`src/hw/clk_gate_pkg.sv`:
```
// Package of offsets, field layouts, reset values and types of the gating block.
package clk_gate_pkg;

   // ****************************************************************
   // Register map
   // ****************************************************************
   localparam int          ADDR_W            = 12;
   localparam int          DATA_W            = 32;
   localparam logic [11:0] RUN_ZERO_OFF      = 12'h100;
   localparam logic [11:0] RUN_ONE_OFF       = 12'h104;
   localparam logic [11:0] SLEEP_ZERO_OFF    = 12'h110;
   localparam logic [11:0] SLEEP_ONE_OFF     = 12'h114;
   localparam logic [11:0] DEEP_ZERO_OFF     = 12'h120;
   localparam logic [11:0] DEEP_ONE_OFF      = 12'h124;
   localparam logic [11:0] CLK_CFG_OFF       = 12'h140;
   localparam logic [11:0] IRQ_STATUS_OFF    = 12'h144;
   localparam logic [11:0] IRQ_MASK_OFF      = 12'h148;
   localparam logic [11:0] FAULT_UNIT_OFF    = 12'h14c;

   // ****************************************************************
   // Field positions, writable masks and reset values
   // ****************************************************************
   localparam int          CAN_BIT           = 24;
   localparam int          HIB_BIT           = 6;
   localparam int          WDT_BIT           = 3;
   localparam int          TIMER_LSB         = 16;
   localparam int          TIMER_CNT         = 4;
   localparam int          AUTO_SEL_BIT      = 0;
   localparam int          FAULT_EV_BIT      = 0;
   localparam int          UNMAPPED_EV_BIT   = 1;
   localparam int          EVENT_W           = 2;
   localparam logic [31:0] ZERO_WR_MASK      = 32'h0100_0048;
   localparam logic [31:0] ONE_WR_MASK       = 32'h000f_0000;
   localparam logic [31:0] ZERO_RESET        = 32'h0000_0040;
   localparam logic [31:0] ONE_RESET         = 32'h0000_0000;
   localparam logic [31:0] CFG_WR_MASK       = 32'h0000_0001;
   localparam logic [31:0] CFG_RESET         = 32'h0000_0000;

   // ****************************************************************
   // Peripheral units, in the order of the clock enable vector
   // ****************************************************************
   localparam int          UNIT_CNT          = 7;
   localparam logic [2:0]  UNIT_CAN          = 3'h0;
   localparam logic [2:0]  UNIT_HIB          = 3'h1;
   localparam logic [2:0]  UNIT_WDT          = 3'h2;
   localparam logic [2:0]  UNIT_GENERAL_TIMER_ZERO_GATE       = 3'h3;

   // Power mode of the system, one-hot.
   typedef enum logic [2:0] {
      MODE_RUN   = 3'b001,
      MODE_SLEEP = 3'b010,
      MODE_DEEP  = 3'b100
   } power_mode_e;

   // One register bus request.
   typedef struct packed {
      logic [11:0] addr;
      logic [31:0] wdata;
      logic        wr;
      logic        rd;
   } reg_req_s;

   // One access by the system bus to a peripheral unit.
   typedef struct packed {
      logic        valid;
      logic [2:0]  unit;
   } periph_access_s;

endpackage

```
`src/hw/gate_field.sv`:
```
// Holds one 32-bit gating register with a writable-bit mask.
`timescale 1ns/1ps

module gate_field #(
   parameter logic [31:0] RESET_VAL = 32'h0000_0000,
   parameter logic [31:0] WR_MASK   = 32'h0000_0000
) (
   // Clock and reset.
   input  wire logic        mclk_in,
   input  wire logic        reset_n_in,
   // Write port.
   input  wire logic        wr_in,
   input  wire logic [31:0] wdata_in,
   // Stored value.
   output logic      [31:0] value_out
);

   // Only writable bits take the write data; reserved bits stay zero.
   always_ff @(posedge mclk_in) begin
      if (!reset_n_in) begin
         value_out <= RESET_VAL & WR_MASK; // [RL14]
      end else if (wr_in) begin
         value_out <= (wdata_in & WR_MASK) | (value_out & ~WR_MASK); // [RL15]
      end
   end

endmodule // gate_field

```
`src/hw/periph_clock_gating.sv`:
```
// Peripheral clock gating registers, mode selection and bus fault check.
`timescale 1ns/1ps

// Functional notes
// (RL1) Set gate bit delivers unit clock.
// (RL2) Clear gate bit stops unit clock.
// (RL3) Access to unclocked unit raises fault.
// (RL4) Gate bits reset to zero unless noted.
// (RL5) Software enables needed units before use.
// (RL6) Separate run, sleep, deep-sleep gate sets.
// (RL7) Sleep sets apply only with auto select.
// (RL8) Deep-sleep reg zero 0x120, reset 0x40.
// (RL9) Run reg one 0x104, resets to zero.
// (RL10) Bit 24 gates network controller unit.
// (RL11) Bit 6 gates hibernation, resets one.
// (RL12) Bit 3 gates watchdog, resets zero.
// (RL13) Bits 19..16 gate timers three..zero.
// (RL14) Reserved bits read zero, read-only.
// (RL15) Writes to reserved bits are ignored.
module periph_clock_gating
   import clk_gate_pkg::*;
#(
   parameter int N_UNITS = UNIT_CNT
) (
   // Clock and reset.
   input  wire logic                 mclk_in,
   input  wire logic                 reset_n_in,
   // Register port.
   input  wire reg_req_s             reg_req_in,
   output logic [DATA_W-1:0]         reg_rdata_out,
   // Power mode requests from the processor.
   input  wire logic                 sleep_in,
   input  wire logic                 deep_sleep_in,
   // Peripheral accesses and their outcome.
   input  wire periph_access_s       periph_access_in,
   output logic                      periph_fault_out,
   // Clock enables, one per unit.
   output logic [N_UNITS-1:0]        unit_clk_en_out,
   // Interrupt.
   output logic                      irq_out
);

   // ****************************************************************
   // Helper functions
   // ****************************************************************

   // Maps a register-zero and register-one pair onto the unit vector.
   function automatic logic [N_UNITS-1:0] unit_enables(
      input logic [31:0] zero_reg,
      input logic [31:0] one_reg
   );
      logic [N_UNITS-1:0] en;
      en = '0;
      en[UNIT_CAN] = zero_reg[CAN_BIT]; // [RL10]
      en[UNIT_HIB] = zero_reg[HIB_BIT]; // [RL11]
      en[UNIT_WDT] = zero_reg[WDT_BIT]; // [RL12]
      for (int i = 0; i < TIMER_CNT; i++) begin
         en[int'(UNIT_GENERAL_TIMER_ZERO_GATE) + i] = one_reg[TIMER_LSB + i]; // [RL13]
      end
      return en;
   endfunction

   // Decodes a write strobe for one register offset.
   function automatic logic wr_hit(
      input reg_req_s   req,
      input logic [11:0] off
   );
      return req.wr && (req.addr == off);
   endfunction

   // ****************************************************************
   // Gating register sets
   // ****************************************************************
   logic [31:0]       run_zero_q;
   logic [31:0]       run_one_q;
   logic [31:0]       sleep_zero_q;
   logic [31:0]       sleep_one_q;
   logic [31:0]       deep_zero_q;
   logic [31:0]       deep_one_q;
   logic [31:0]       clk_cfg_q;

   // Run set, register zero.
   gate_field #(.RESET_VAL(ZERO_RESET), .WR_MASK(ZERO_WR_MASK)) u_run_zero (
      .mclk_in    (mclk_in),
      .reset_n_in (reset_n_in),
      .wr_in      (wr_hit(reg_req_in, RUN_ZERO_OFF)),
      .wdata_in   (reg_req_in.wdata),
      .value_out  (run_zero_q)
   );

   // Run set, register one; timers reset unclocked. [RL9] [RL13]
   gate_field #(.RESET_VAL(ONE_RESET), .WR_MASK(ONE_WR_MASK)) u_run_one (
      .mclk_in    (mclk_in),
      .reset_n_in (reset_n_in),
      .wr_in      (wr_hit(reg_req_in, RUN_ONE_OFF)),
      .wdata_in   (reg_req_in.wdata),
      .value_out  (run_one_q)
   );

   // Sleep set, register zero. [RL6]
   gate_field #(.RESET_VAL(ZERO_RESET), .WR_MASK(ZERO_WR_MASK)) u_slp_zero (
      .mclk_in    (mclk_in),
      .reset_n_in (reset_n_in),
      .wr_in      (wr_hit(reg_req_in, SLEEP_ZERO_OFF)),
      .wdata_in   (reg_req_in.wdata),
      .value_out  (sleep_zero_q)
   );

   // Sleep set, register one.
   gate_field #(.RESET_VAL(ONE_RESET), .WR_MASK(ONE_WR_MASK)) u_slp_one (
      .mclk_in    (mclk_in),
      .reset_n_in (reset_n_in),
      .wr_in      (wr_hit(reg_req_in, SLEEP_ONE_OFF)),
      .wdata_in   (reg_req_in.wdata),
      .value_out  (sleep_one_q)
   );

   // Deep-sleep set, register zero; hibernation clocked at reset.
   gate_field #(.RESET_VAL(ZERO_RESET), .WR_MASK(ZERO_WR_MASK)) u_deep_zero (
      .mclk_in    (mclk_in),
      .reset_n_in (reset_n_in),
      .wr_in      (wr_hit(reg_req_in, DEEP_ZERO_OFF)), // [RL8]
      .wdata_in   (reg_req_in.wdata),
      .value_out  (deep_zero_q)
   );

   // Deep-sleep set, register one.
   gate_field #(.RESET_VAL(ONE_RESET), .WR_MASK(ONE_WR_MASK)) u_deep_one (
      .mclk_in    (mclk_in),
      .reset_n_in (reset_n_in),
      .wr_in      (wr_hit(reg_req_in, DEEP_ONE_OFF)),
      .wdata_in   (reg_req_in.wdata),
      .value_out  (deep_one_q)
   );

   // Clock configuration holding the automatic gating select.
   gate_field #(.RESET_VAL(CFG_RESET), .WR_MASK(CFG_WR_MASK)) u_clk_cfg (
      .mclk_in    (mclk_in),
      .reset_n_in (reset_n_in),
      .wr_in      (wr_hit(reg_req_in, CLK_CFG_OFF)),
      .wdata_in   (reg_req_in.wdata),
      .value_out  (clk_cfg_q)
   );

   // ****************************************************************
   // Mode selection and clock enables
   // ****************************************************************
   power_mode_e        mode_q;
   logic [N_UNITS-1:0] clk_en_d;
   logic               auto_sel;

   assign auto_sel = clk_cfg_q[AUTO_SEL_BIT];

   // Tracks the power mode; deep sleep outranks sleep.
   always_ff @(posedge mclk_in) begin
      if (!reset_n_in) begin
         mode_q <= MODE_RUN;
      end else if (deep_sleep_in) begin
         mode_q <= MODE_DEEP;
      end else if (sleep_in) begin
         mode_q <= MODE_SLEEP;
      end else begin
         mode_q <= MODE_RUN;
      end
   end

   // Picks the governing set; without auto select the run set rules.
   always_comb begin
      case (mode_q)
         MODE_SLEEP: begin
            clk_en_d = auto_sel ? unit_enables(sleep_zero_q, sleep_one_q)
                                : unit_enables(run_zero_q, run_one_q); // [RL7]
         end
         MODE_DEEP: begin
            clk_en_d = auto_sel ? unit_enables(deep_zero_q, deep_one_q)
                                : unit_enables(run_zero_q, run_one_q); // [RL7]
         end
         default: begin
            clk_en_d = unit_enables(run_zero_q, run_one_q); // [RL6]
         end
      endcase
   end

   // Drives each unit clock enable: one clocks, zero stops. [RL1] [RL2]
   always_ff @(posedge mclk_in) begin
      if (!reset_n_in) begin
         unit_clk_en_out <= '0; // [RL4]
      end else begin
         unit_clk_en_out <= clk_en_d;
      end
   end

   // ****************************************************************
   // Bus fault on accesses to unclocked units
   // ****************************************************************
   logic               fault_d;
   logic [2:0]         fault_unit_q;

   // The software should enable units before use; otherwise it faults.
   assign fault_d = periph_access_in.valid &&
                    ((int'(periph_access_in.unit) >= N_UNITS) ||
                     !unit_clk_en_out[periph_access_in.unit]); // [RL3] [RL5]

   // Answers the access with a one-cycle fault pulse.
   always_ff @(posedge mclk_in) begin
      if (!reset_n_in) begin
         periph_fault_out <= 1'b0;
      end else begin
         periph_fault_out <= fault_d; // [RL3] [RL12]
      end
   end

   // Records which unit faulted last.
   always_ff @(posedge mclk_in) begin
      if (!reset_n_in) begin
         fault_unit_q <= 3'h0;
      end else if (fault_d) begin
         fault_unit_q <= periph_access_in.unit;
      end
   end

   // ****************************************************************
   // Interrupt status and mask
   // ****************************************************************
   logic [EVENT_W-1:0] irq_status_q;
   logic [EVENT_W-1:0] irq_mask_q;
   logic [EVENT_W-1:0] event_set;
   logic [EVENT_W-1:0] event_clr;
   logic               reg_hit;

   // Any mapped register offset.
   always_comb begin
      case (reg_req_in.addr)
         RUN_ZERO_OFF, RUN_ONE_OFF, SLEEP_ZERO_OFF, SLEEP_ONE_OFF,
         DEEP_ZERO_OFF, DEEP_ONE_OFF, CLK_CFG_OFF, IRQ_STATUS_OFF,
         IRQ_MASK_OFF, FAULT_UNIT_OFF: begin
            reg_hit = 1'b1;
         end
         default: begin
            reg_hit = 1'b0;
         end
      endcase
   end

   assign event_set[FAULT_EV_BIT]    = fault_d;
   assign event_set[UNMAPPED_EV_BIT] = (reg_req_in.wr || reg_req_in.rd)
                                       && !reg_hit;
   assign event_clr = wr_hit(reg_req_in, IRQ_STATUS_OFF)
                      ? reg_req_in.wdata[EVENT_W-1:0] : '0;

   // Sticky status, write one to clear; a new event beats the clear.
   always_ff @(posedge mclk_in) begin
      if (!reset_n_in) begin
         irq_status_q <= '0;
      end else begin
         irq_status_q <= (irq_status_q & ~event_clr) | event_set;
      end
   end

   // Interrupt mask.
   always_ff @(posedge mclk_in) begin
      if (!reset_n_in) begin
         irq_mask_q <= '0;
      end else if (wr_hit(reg_req_in, IRQ_MASK_OFF)) begin
         irq_mask_q <= reg_req_in.wdata[EVENT_W-1:0];
      end
   end

   // Level interrupt, one cycle behind the status.
   always_ff @(posedge mclk_in) begin
      if (!reset_n_in) begin
         irq_out <= 1'b0;
      end else begin
         irq_out <= |(irq_status_q & irq_mask_q);
      end
   end

   // ****************************************************************
   // Read data
   // ****************************************************************
   logic [31:0]        rdata_d;

   // Selects read data; reserved and unmapped bits read zero. [RL14]
   always_comb begin
      case (reg_req_in.addr)
         RUN_ZERO_OFF:   rdata_d = run_zero_q;
         RUN_ONE_OFF:    rdata_d = run_one_q;
         SLEEP_ZERO_OFF: rdata_d = sleep_zero_q;
         SLEEP_ONE_OFF:  rdata_d = sleep_one_q;
         DEEP_ZERO_OFF:  rdata_d = deep_zero_q;
         DEEP_ONE_OFF:   rdata_d = deep_one_q;
         CLK_CFG_OFF:    rdata_d = clk_cfg_q;
         IRQ_STATUS_OFF: rdata_d = {{(32-EVENT_W){1'b0}}, irq_status_q};
         IRQ_MASK_OFF:   rdata_d = {{(32-EVENT_W){1'b0}}, irq_mask_q};
         FAULT_UNIT_OFF: rdata_d = {29'h0, fault_unit_q};
         default:        rdata_d = 32'h0000_0000;
      endcase
   end

   // Read data stand only in the cycle after the read strobe.
   always_ff @(posedge mclk_in) begin
      if (!reset_n_in) begin
         reg_rdata_out <= '0;
      end else if (reg_req_in.rd) begin
         reg_rdata_out <= rdata_d;
      end else begin
         reg_rdata_out <= '0;
      end
   end

   logic rst_seen_q;

   // Marks the first cycle after reset release.
   always_ff @(posedge mclk_in) begin
      rst_seen_q <= !reset_n_in;
   end
endmodule // periph_clock_gating

```
`config.mk`:
```
export PLATFORM = sky130hd
export DESIGN_NAME = periph_clock_gating
export DESIGN_NICKNAME = d
export VERILOG_FILES = /design/src/hw/clk_gate_pkg.sv /design/src/hw/gate_field.sv /design/src/hw/periph_clock_gating.sv
export SDC_FILE = /design/constraint.sdc
export NUM_CORES = 1
export LEC_CHECK = 0
export ABC_CLOCK_PERIOD_IN_PS = 5600
export BUFFER_PORTS_ARGS = -buffer_cell sky130_fd_sc_hd__buf_4
export CAP_MARGIN = 10
export CORE_ASPECT_RATIO = 0.9
export CORE_MARGIN = 1
export CORE_UTILIZATION = 53
export CTS_CLUSTER_SIZE = 40
export DETAILED_ROUTE_END_ITERATION = 7
export MAX_ROUTING_LAYER = met4
export PLACE_DENSITY = 0.85
export SLEW_MARGIN = 30
export SYNTH_ARGS = -nofsm -noshare
export SYNTH_HDL_FRONTEND = slang
export SYNTH_SLANG_ARGS = --single-unit
```
`constraint.sdc`:
```
create_clock -name mclk_in -period 5.6 [get_ports mclk_in]
set_input_delay 0.84 -clock mclk_in [delete_from_list [all_inputs] [get_ports mclk_in]]
set_output_delay 0.84 -clock mclk_in [all_outputs]
set_load 0.005 [all_outputs]
```
=== Word-level counts from Yosys, hierarchy flattened ===
Cells that the tools add are included.

* Equality and inequality tests: 12
* Magnitude comparators: 2
* Reduce and logical (&&, ||, !) cells: 19
* Muxes and demuxes: 10
* Bitwise operators: 12

{| class="wikitable"
|+ Operator list
! kind !! number
|-
| $pmux 32 s10 || 1
|-
| $eq 12x9->1 const B || 10
|-
| $or 20x32->32 || 3
|-
| $or 25x32->32 || 3
|-
| $or 1x32->32 || 1
|-
| $mux 7 || 2
|-
| $pmux 7 s2 || 1
|-
| $logic_and 1x1->1 || 11
|-
| $reduce_or 10->1 || 1
|-
| $and 2x2->2 || 2
|-
| $lt 3x4->1 const B || 1
|-
| $mux 2 || 2
|-
| $reduce_or 2->1 || 2
|-
| $bmux 1 s3 || 1
|-
| $eq 3x2->1 const B || 1
|-
| $eq 3x3->1 const B || 1
|-
| $ge 3x3->1 const B || 1
|-
| $mux 3 || 1
|-
| $logic_not 1->1 || 2
|-
| $logic_or 1x1->1 || 2
|-
| $mux 1 || 2
|-
| $not 2->2 || 1
|-
| $or 2x2->2 || 1
|-
| $reduce_and 2->1 || 1
|-
| $not 1->1 || 1
|}

* Register bits after elaboration: 275
* Input bits: 54
* Word-level logic and storage cells: 71
* Output and inout bits: 41

=== Longest topological paths before layout ===
* Word-level depth: 6
* Gate-level depth with buffers: 7
* Gate-level depth less buffers: 4

=== Cells and area by module ===
Synthesis repeated with hierarchy kept, for this count alone.

* Cells, all modules: 685
* Area total of the unflattened synthesis: 5,919.4 um2

{| class="wikitable"
|+ By module, submodules not included
! module !! instances !! sequential area each (um2) !! area an instance (um2) !! cells each
|-
| periph_clock_gating || 1 || 1,021.0 || 3,552.2 || 407
|-
| gate_field (u_deep_one ...) || 3 || 80.1 || 370.4 || 42
|-
| gate_field (u_deep_zero ...) || 3 || 60.1 || 327.8 || 39
|-
| gate_field (u_clk_cfg) || 1 || 20.0 || 272.8 || 35
|}

=== Least setup slack after synthesis ===
OpenSTA, ideal clock, no wires.

* Kind: input -> register
* Start point: in reg_req_in[43] (netlist bit)
* End point: reg u_run_zero.value_out[24]
* Setup time: 0.072 ns
* Stages: 5
* Arrival time: 2.297 ns
* Required time: 5.528 ns
* Buffers on the path: 1
* Setup slack: 3.231 ns
* Cell sequence: or4b_1 > buf_6 > or2_4 > nor4_4 > mux2i_1

* Cells in the longest elaborated chain, start to end: 2

{| class="wikitable"
|+ RTL lines
! item !! line !! source
|-
| start: declaration || periph_clock_gating.sv:29 || <nowiki>input wire reg_req_s reg_req_in,</nowiki>
|-
| $eq 12x9->1 || periph_clock_gating.sv:68 || <nowiki>return req.wr && (req.addr == off);</nowiki>
|-
| $logic_and 1x1->1 || periph_clock_gating.sv:68 ||
|-
| end signal: assignment || gate_field.sv:21 || <nowiki>value_out <= RESET_VAL & WR_MASK;</nowiki>
|-
| end signal: assignment || gate_field.sv:23 || <nowiki>value_out <= (wdata_in & WR_MASK) | (value_out & ~WR_MASK);</nowiki>
|-
| end: declaration || gate_field.sv:15 || <nowiki>output logic [31:0] value_out</nowiki>
|}

No other way between the ends.
A chain may end at the register's enable or synchronous reset.

=== Worst setup path in the final report ===
* Start point: in reg_req_in[43] (netlist bit)
* End point: reg u_deep_one.value_out[17]

* Cells in the longest elaborated chain, start to end: 2

{| class="wikitable"
|+ RTL lines
! item !! line
|-
| $eq 12x9->1 || periph_clock_gating.sv:68
|-
| $logic_and 1x1->1 || periph_clock_gating.sv:68
|-
| end signal: assignment || gate_field.sv:21
|-
| end signal: assignment || gate_field.sv:23
|-
| end: declaration || gate_field.sv:15
|}

No other way between the ends.

==> run summary <==
====================================================================================
Worst r2r path cells ..................................................            4
Total I/O pin count ...................................................           95
Post-layout instance area .............................................     3050 um2
Max-Cap Viols .........................................................            0
Setup_tns .............................................................         0 ps
Half-perimeter wire length after placement ............................      4300 um
Proportion of synthesized flip-flops having asynchronous set or reset .           0%
Largest area contributor in the netlist ...............................      dfxtp_1
Worst setup slack for register-to-register paths ......................      3810 ps
Largest net degree at the start of global routing .....................           42
Final Hold Violating Endpoints ........................................            0
Critical-path maximum fanout ..........................................            8
Post-detailed-route via-to-cell ratio .................................         5.73
Worst setup path startpoint ........................................... reg_req_in[43]
Clock buffer depth ....................................................            2
Number of endpoints failing setup at the final stage ..................            0
Fraction of synthesized cell area taken by the top area cell type .....        41.1%
Min Tclk post-route ...................................................      2400 ps
Commonest cells after routing, fill and taps aside .................... buf_4 (71), dfxtp_1 (53), nand2_1 (28)
Floorplan Core Area ...................................................     4580 um2
Clock transition at the registers of the reported paths ...............        90 ps
Cell family with most CP delay ........................................ simple AND/OR/NAND/NOR gates
Site row count ........................................................           23
CTS Root Cell .........................................................     clkbuf_8
Crit-path cells ....................................................... buf_4 -> or4b_1 -> nor3_2 -> and3_1 -> mux2i_1
Source-to-sink clock delay at the later pin of the worst-skew pair ....       300 ps
H-Tree Level Count ....................................................            2
Total power per unit cell area ........................................   217 nW/um2
Utilization after layout ..............................................        66.7%
Die outline area ......................................................     5150 um2
Area overhead of the layout relative to synthesis .....................        18.3%
Net count reported at finish ..........................................          379
Mapped Cells ..........................................................          282
Top cells by area in the synthesized netlist .......................... dfxtp_1 (41%), mux2i_1 (8.2%), buf_4 (5.8%)
Number of vias in the routed layout ...................................         2222
Buf+Inv Stages, Crit Path .............................................            1
Max Clock Skew ........................................................      7.77 ps
Seq/Total Area, Yosys .................................................        41.1%
Worst setup endpoint .................................................. u_deep_one.value_out[17]
Commonest register cell after synthesis ...............................      dfxtp_1
Total of hold buffers inserted after clock tree synthesis .............            0
Final Wtd Congestion ..................................................        0.873
Unique masters post-synth .............................................           48
Most common cell after layout, fill and taps aside ....................        buf_4
Antenna Diode Count ...................................................            0
EDFF count, synth .....................................................            0
Number of buffers added for setup after CTS ...........................            0
Number of warnings issued by yosys ....................................            0
Number of register bits inferred by synthesis .........................           53
Highest Clock Rate ....................................................      416 MHz
R2R Path End .......................................................... unit_clk_en_out[0]
Remaining global-route overflow .......................................            0
Post-placement cell area ..............................................     2970 um2
Vias in the first global route ........................................         1995
Pleak .................................................................      1.22 nW
Die Span X ............................................................      75.5 um
Final cell count without fillers ......................................          388
Capturing element type of the critical path ...........................     register
Number of clock buffers inserted by TritonCTS .........................            5
Critical path launch point type .......................................   input port
Initial cell density of the core ......................................        56.4%
Number of pins exceeding their max-slew limit in the final report .....            0
I/O Buffers ...........................................................           71
TritonCTS clock tree ..................................................          yes
Fraction of final layout cells with drive strength greater than 1 .....        29.4%
Post-Syn Area .........................................................     2580 um2
Worst-margin pin slew .................................................       777 ps
Drt wl/cell ...........................................................      14.9 um
Slowest cell delay on critical path ...................................       690 ps
Initial drt markers ...................................................          156
Depth of the worst hold-timing path ...................................            2
Slowest cell on the critical path .....................................       or4b_1
Setup repair after global routing missed its margin ...................        false
Cts repair resizes ....................................................            0
First-pass iteration count of the detailed router .....................            5
Class of the most critical hold timing path ...........................   reg -> reg
Die outline height ....................................................      68.2 um
DRC errors left .......................................................            0
Number of placed instances, taps included .............................          380
Wire length of the first global-routing pass ..........................      9330 um
All-Layer GR Usage ....................................................        24.8%
Worst Path Class, Setup ...............................................    in -> reg
Outcome ............................................................... complete, no violations
Sinks on Clock Net ....................................................           53
Peak supply drop ......................................................     0.121 mV
Endpoint required time on the critical path ...........................      5830 ps
Syn_area_per_cell .....................................................     9.14 um2
Reg-to-Reg Start ......................................................    mode_q[2]
Relative slew slack ...................................................        48.1%
Share of the cycle needed by the critical path after routing ..........        42.9%
Remaining antenna violation count after routing .......................            0
Number of antenna violations at the first check in global routing .....            0
Routed WL .............................................................      5780 um
Number of stages on the worst setup path ..............................            5
Arrival time reported for the critical path endpoint ..................      2640 ps
====================================================================================
-- power by group --
part	leakage, nW	internal [W]	switching [W]
sequential	0.430	0.000382	0.00000533
combinational	0.754	0.0000375	0.0000361
clock	0.0395	0.0000890	0.000112
total	1.22	0.000508	0.000154
-- routing by layer --
layer / track usage [%] / part of all wire (%)
met5: - / 0
met1: 32.7 / 45
met3: 6.04 / 9.3
met2: 38.1 / 44
met4: 6.48 / 1.1
-- worst min-delay path, stage by stage (launching register included) --
cell,delay (ps)
dfxtp_1,320
nand2_1,50
mux2i_1,60
-- synth_stat cells, drive strengths merged, types with 2 or more instances --
cell,instances
clkbuf,12
nor3b,4
nor4b,2
a22oi,7
o22ai,8
nand3b,4
nand2,28
nor2,19
nand4,3
o221ai,7
o21ai,13
inv,4
buf,24
nor3,3
or4b,3
a21oi,16
and2,4
nor2b,4
mux2i,21
nand3,10
and3,2
dfxtp,53
mux4,2
nor4,6
mux2,7
or2,2
-- area by class of cell --
| class | instances | area [um2] |
|---|---|---|
| tap | 62 | 77.6 |
| sequential | 53 | 1060 |
| timing repair buffer | 71 | 533 |
| inverter | 5 | 18.8 |
| clock buffer | 8 | 80.1 |
| fill | 374 | 1530 |
| multi-input combinational | 189 | 1280 |
-- worst min-delay path by stage --
stage / slack (ps) / start / to
2_1_floorplan: 430 / fault_unit_q[2] / reg_rdata_out[2]
3_3_place_gp: 460 / fault_unit_q[0] / fault_unit_q[0]
3_5_place_dp: 470 / fault_unit_q[2] / reg_rdata_out[2]
4_1_cts: 480 / fault_unit_q[0] / fault_unit_q[0]
5_1_grt: 510 / u_deep_one.value_out[18] / u_deep_one.value_out[18]
6_report: 480 / fault_unit_q[0] / fault_unit_q[0]
-- through the flow --
| stage | hold WS, ps | worst slack (ps) | power [W] |
|---|---|---|---|
| after floorplan | 428 | 3230 | 0.000438 |
| after global placement | 455 | 2950 | 0.000468 |
| after detailed placement | 470 | 2920 | 0.000469 |
| after CTS | 484 | 3220 | 0.000665 |
| after global routing | 512 | 3100 | 0.000689 |
| final | 479 | 3200 | 0.000662 |
-- cells by family (layout without fill, tap and decap cells) --
family,Yosys count,in the layout,synth area share [%]
and+or+nand+nor,98,98,21.6
AOI/OAI and AO/OA,59,59,14.8
DFF,53,53,41.1
buffers and inverters,41,84,9.36
muxes,30,30,13.0
other,1,2,0.145
-- registers in the layout, summed over array words and instances, names as in the netlist, 3 cells and up --
register	flops
u_deep_zero.value_out	3
u_deep_one.value_out	4
mode_q	3
u_slp_one.value_out	4
u_run_zero.value_out	3
u_run_one.value_out	4
u_slp_zero.value_out	3
fault_unit_q	3
unit_clk_en_out	7
reg_rdata_out	12
Power figures use the tool's default switching activity.
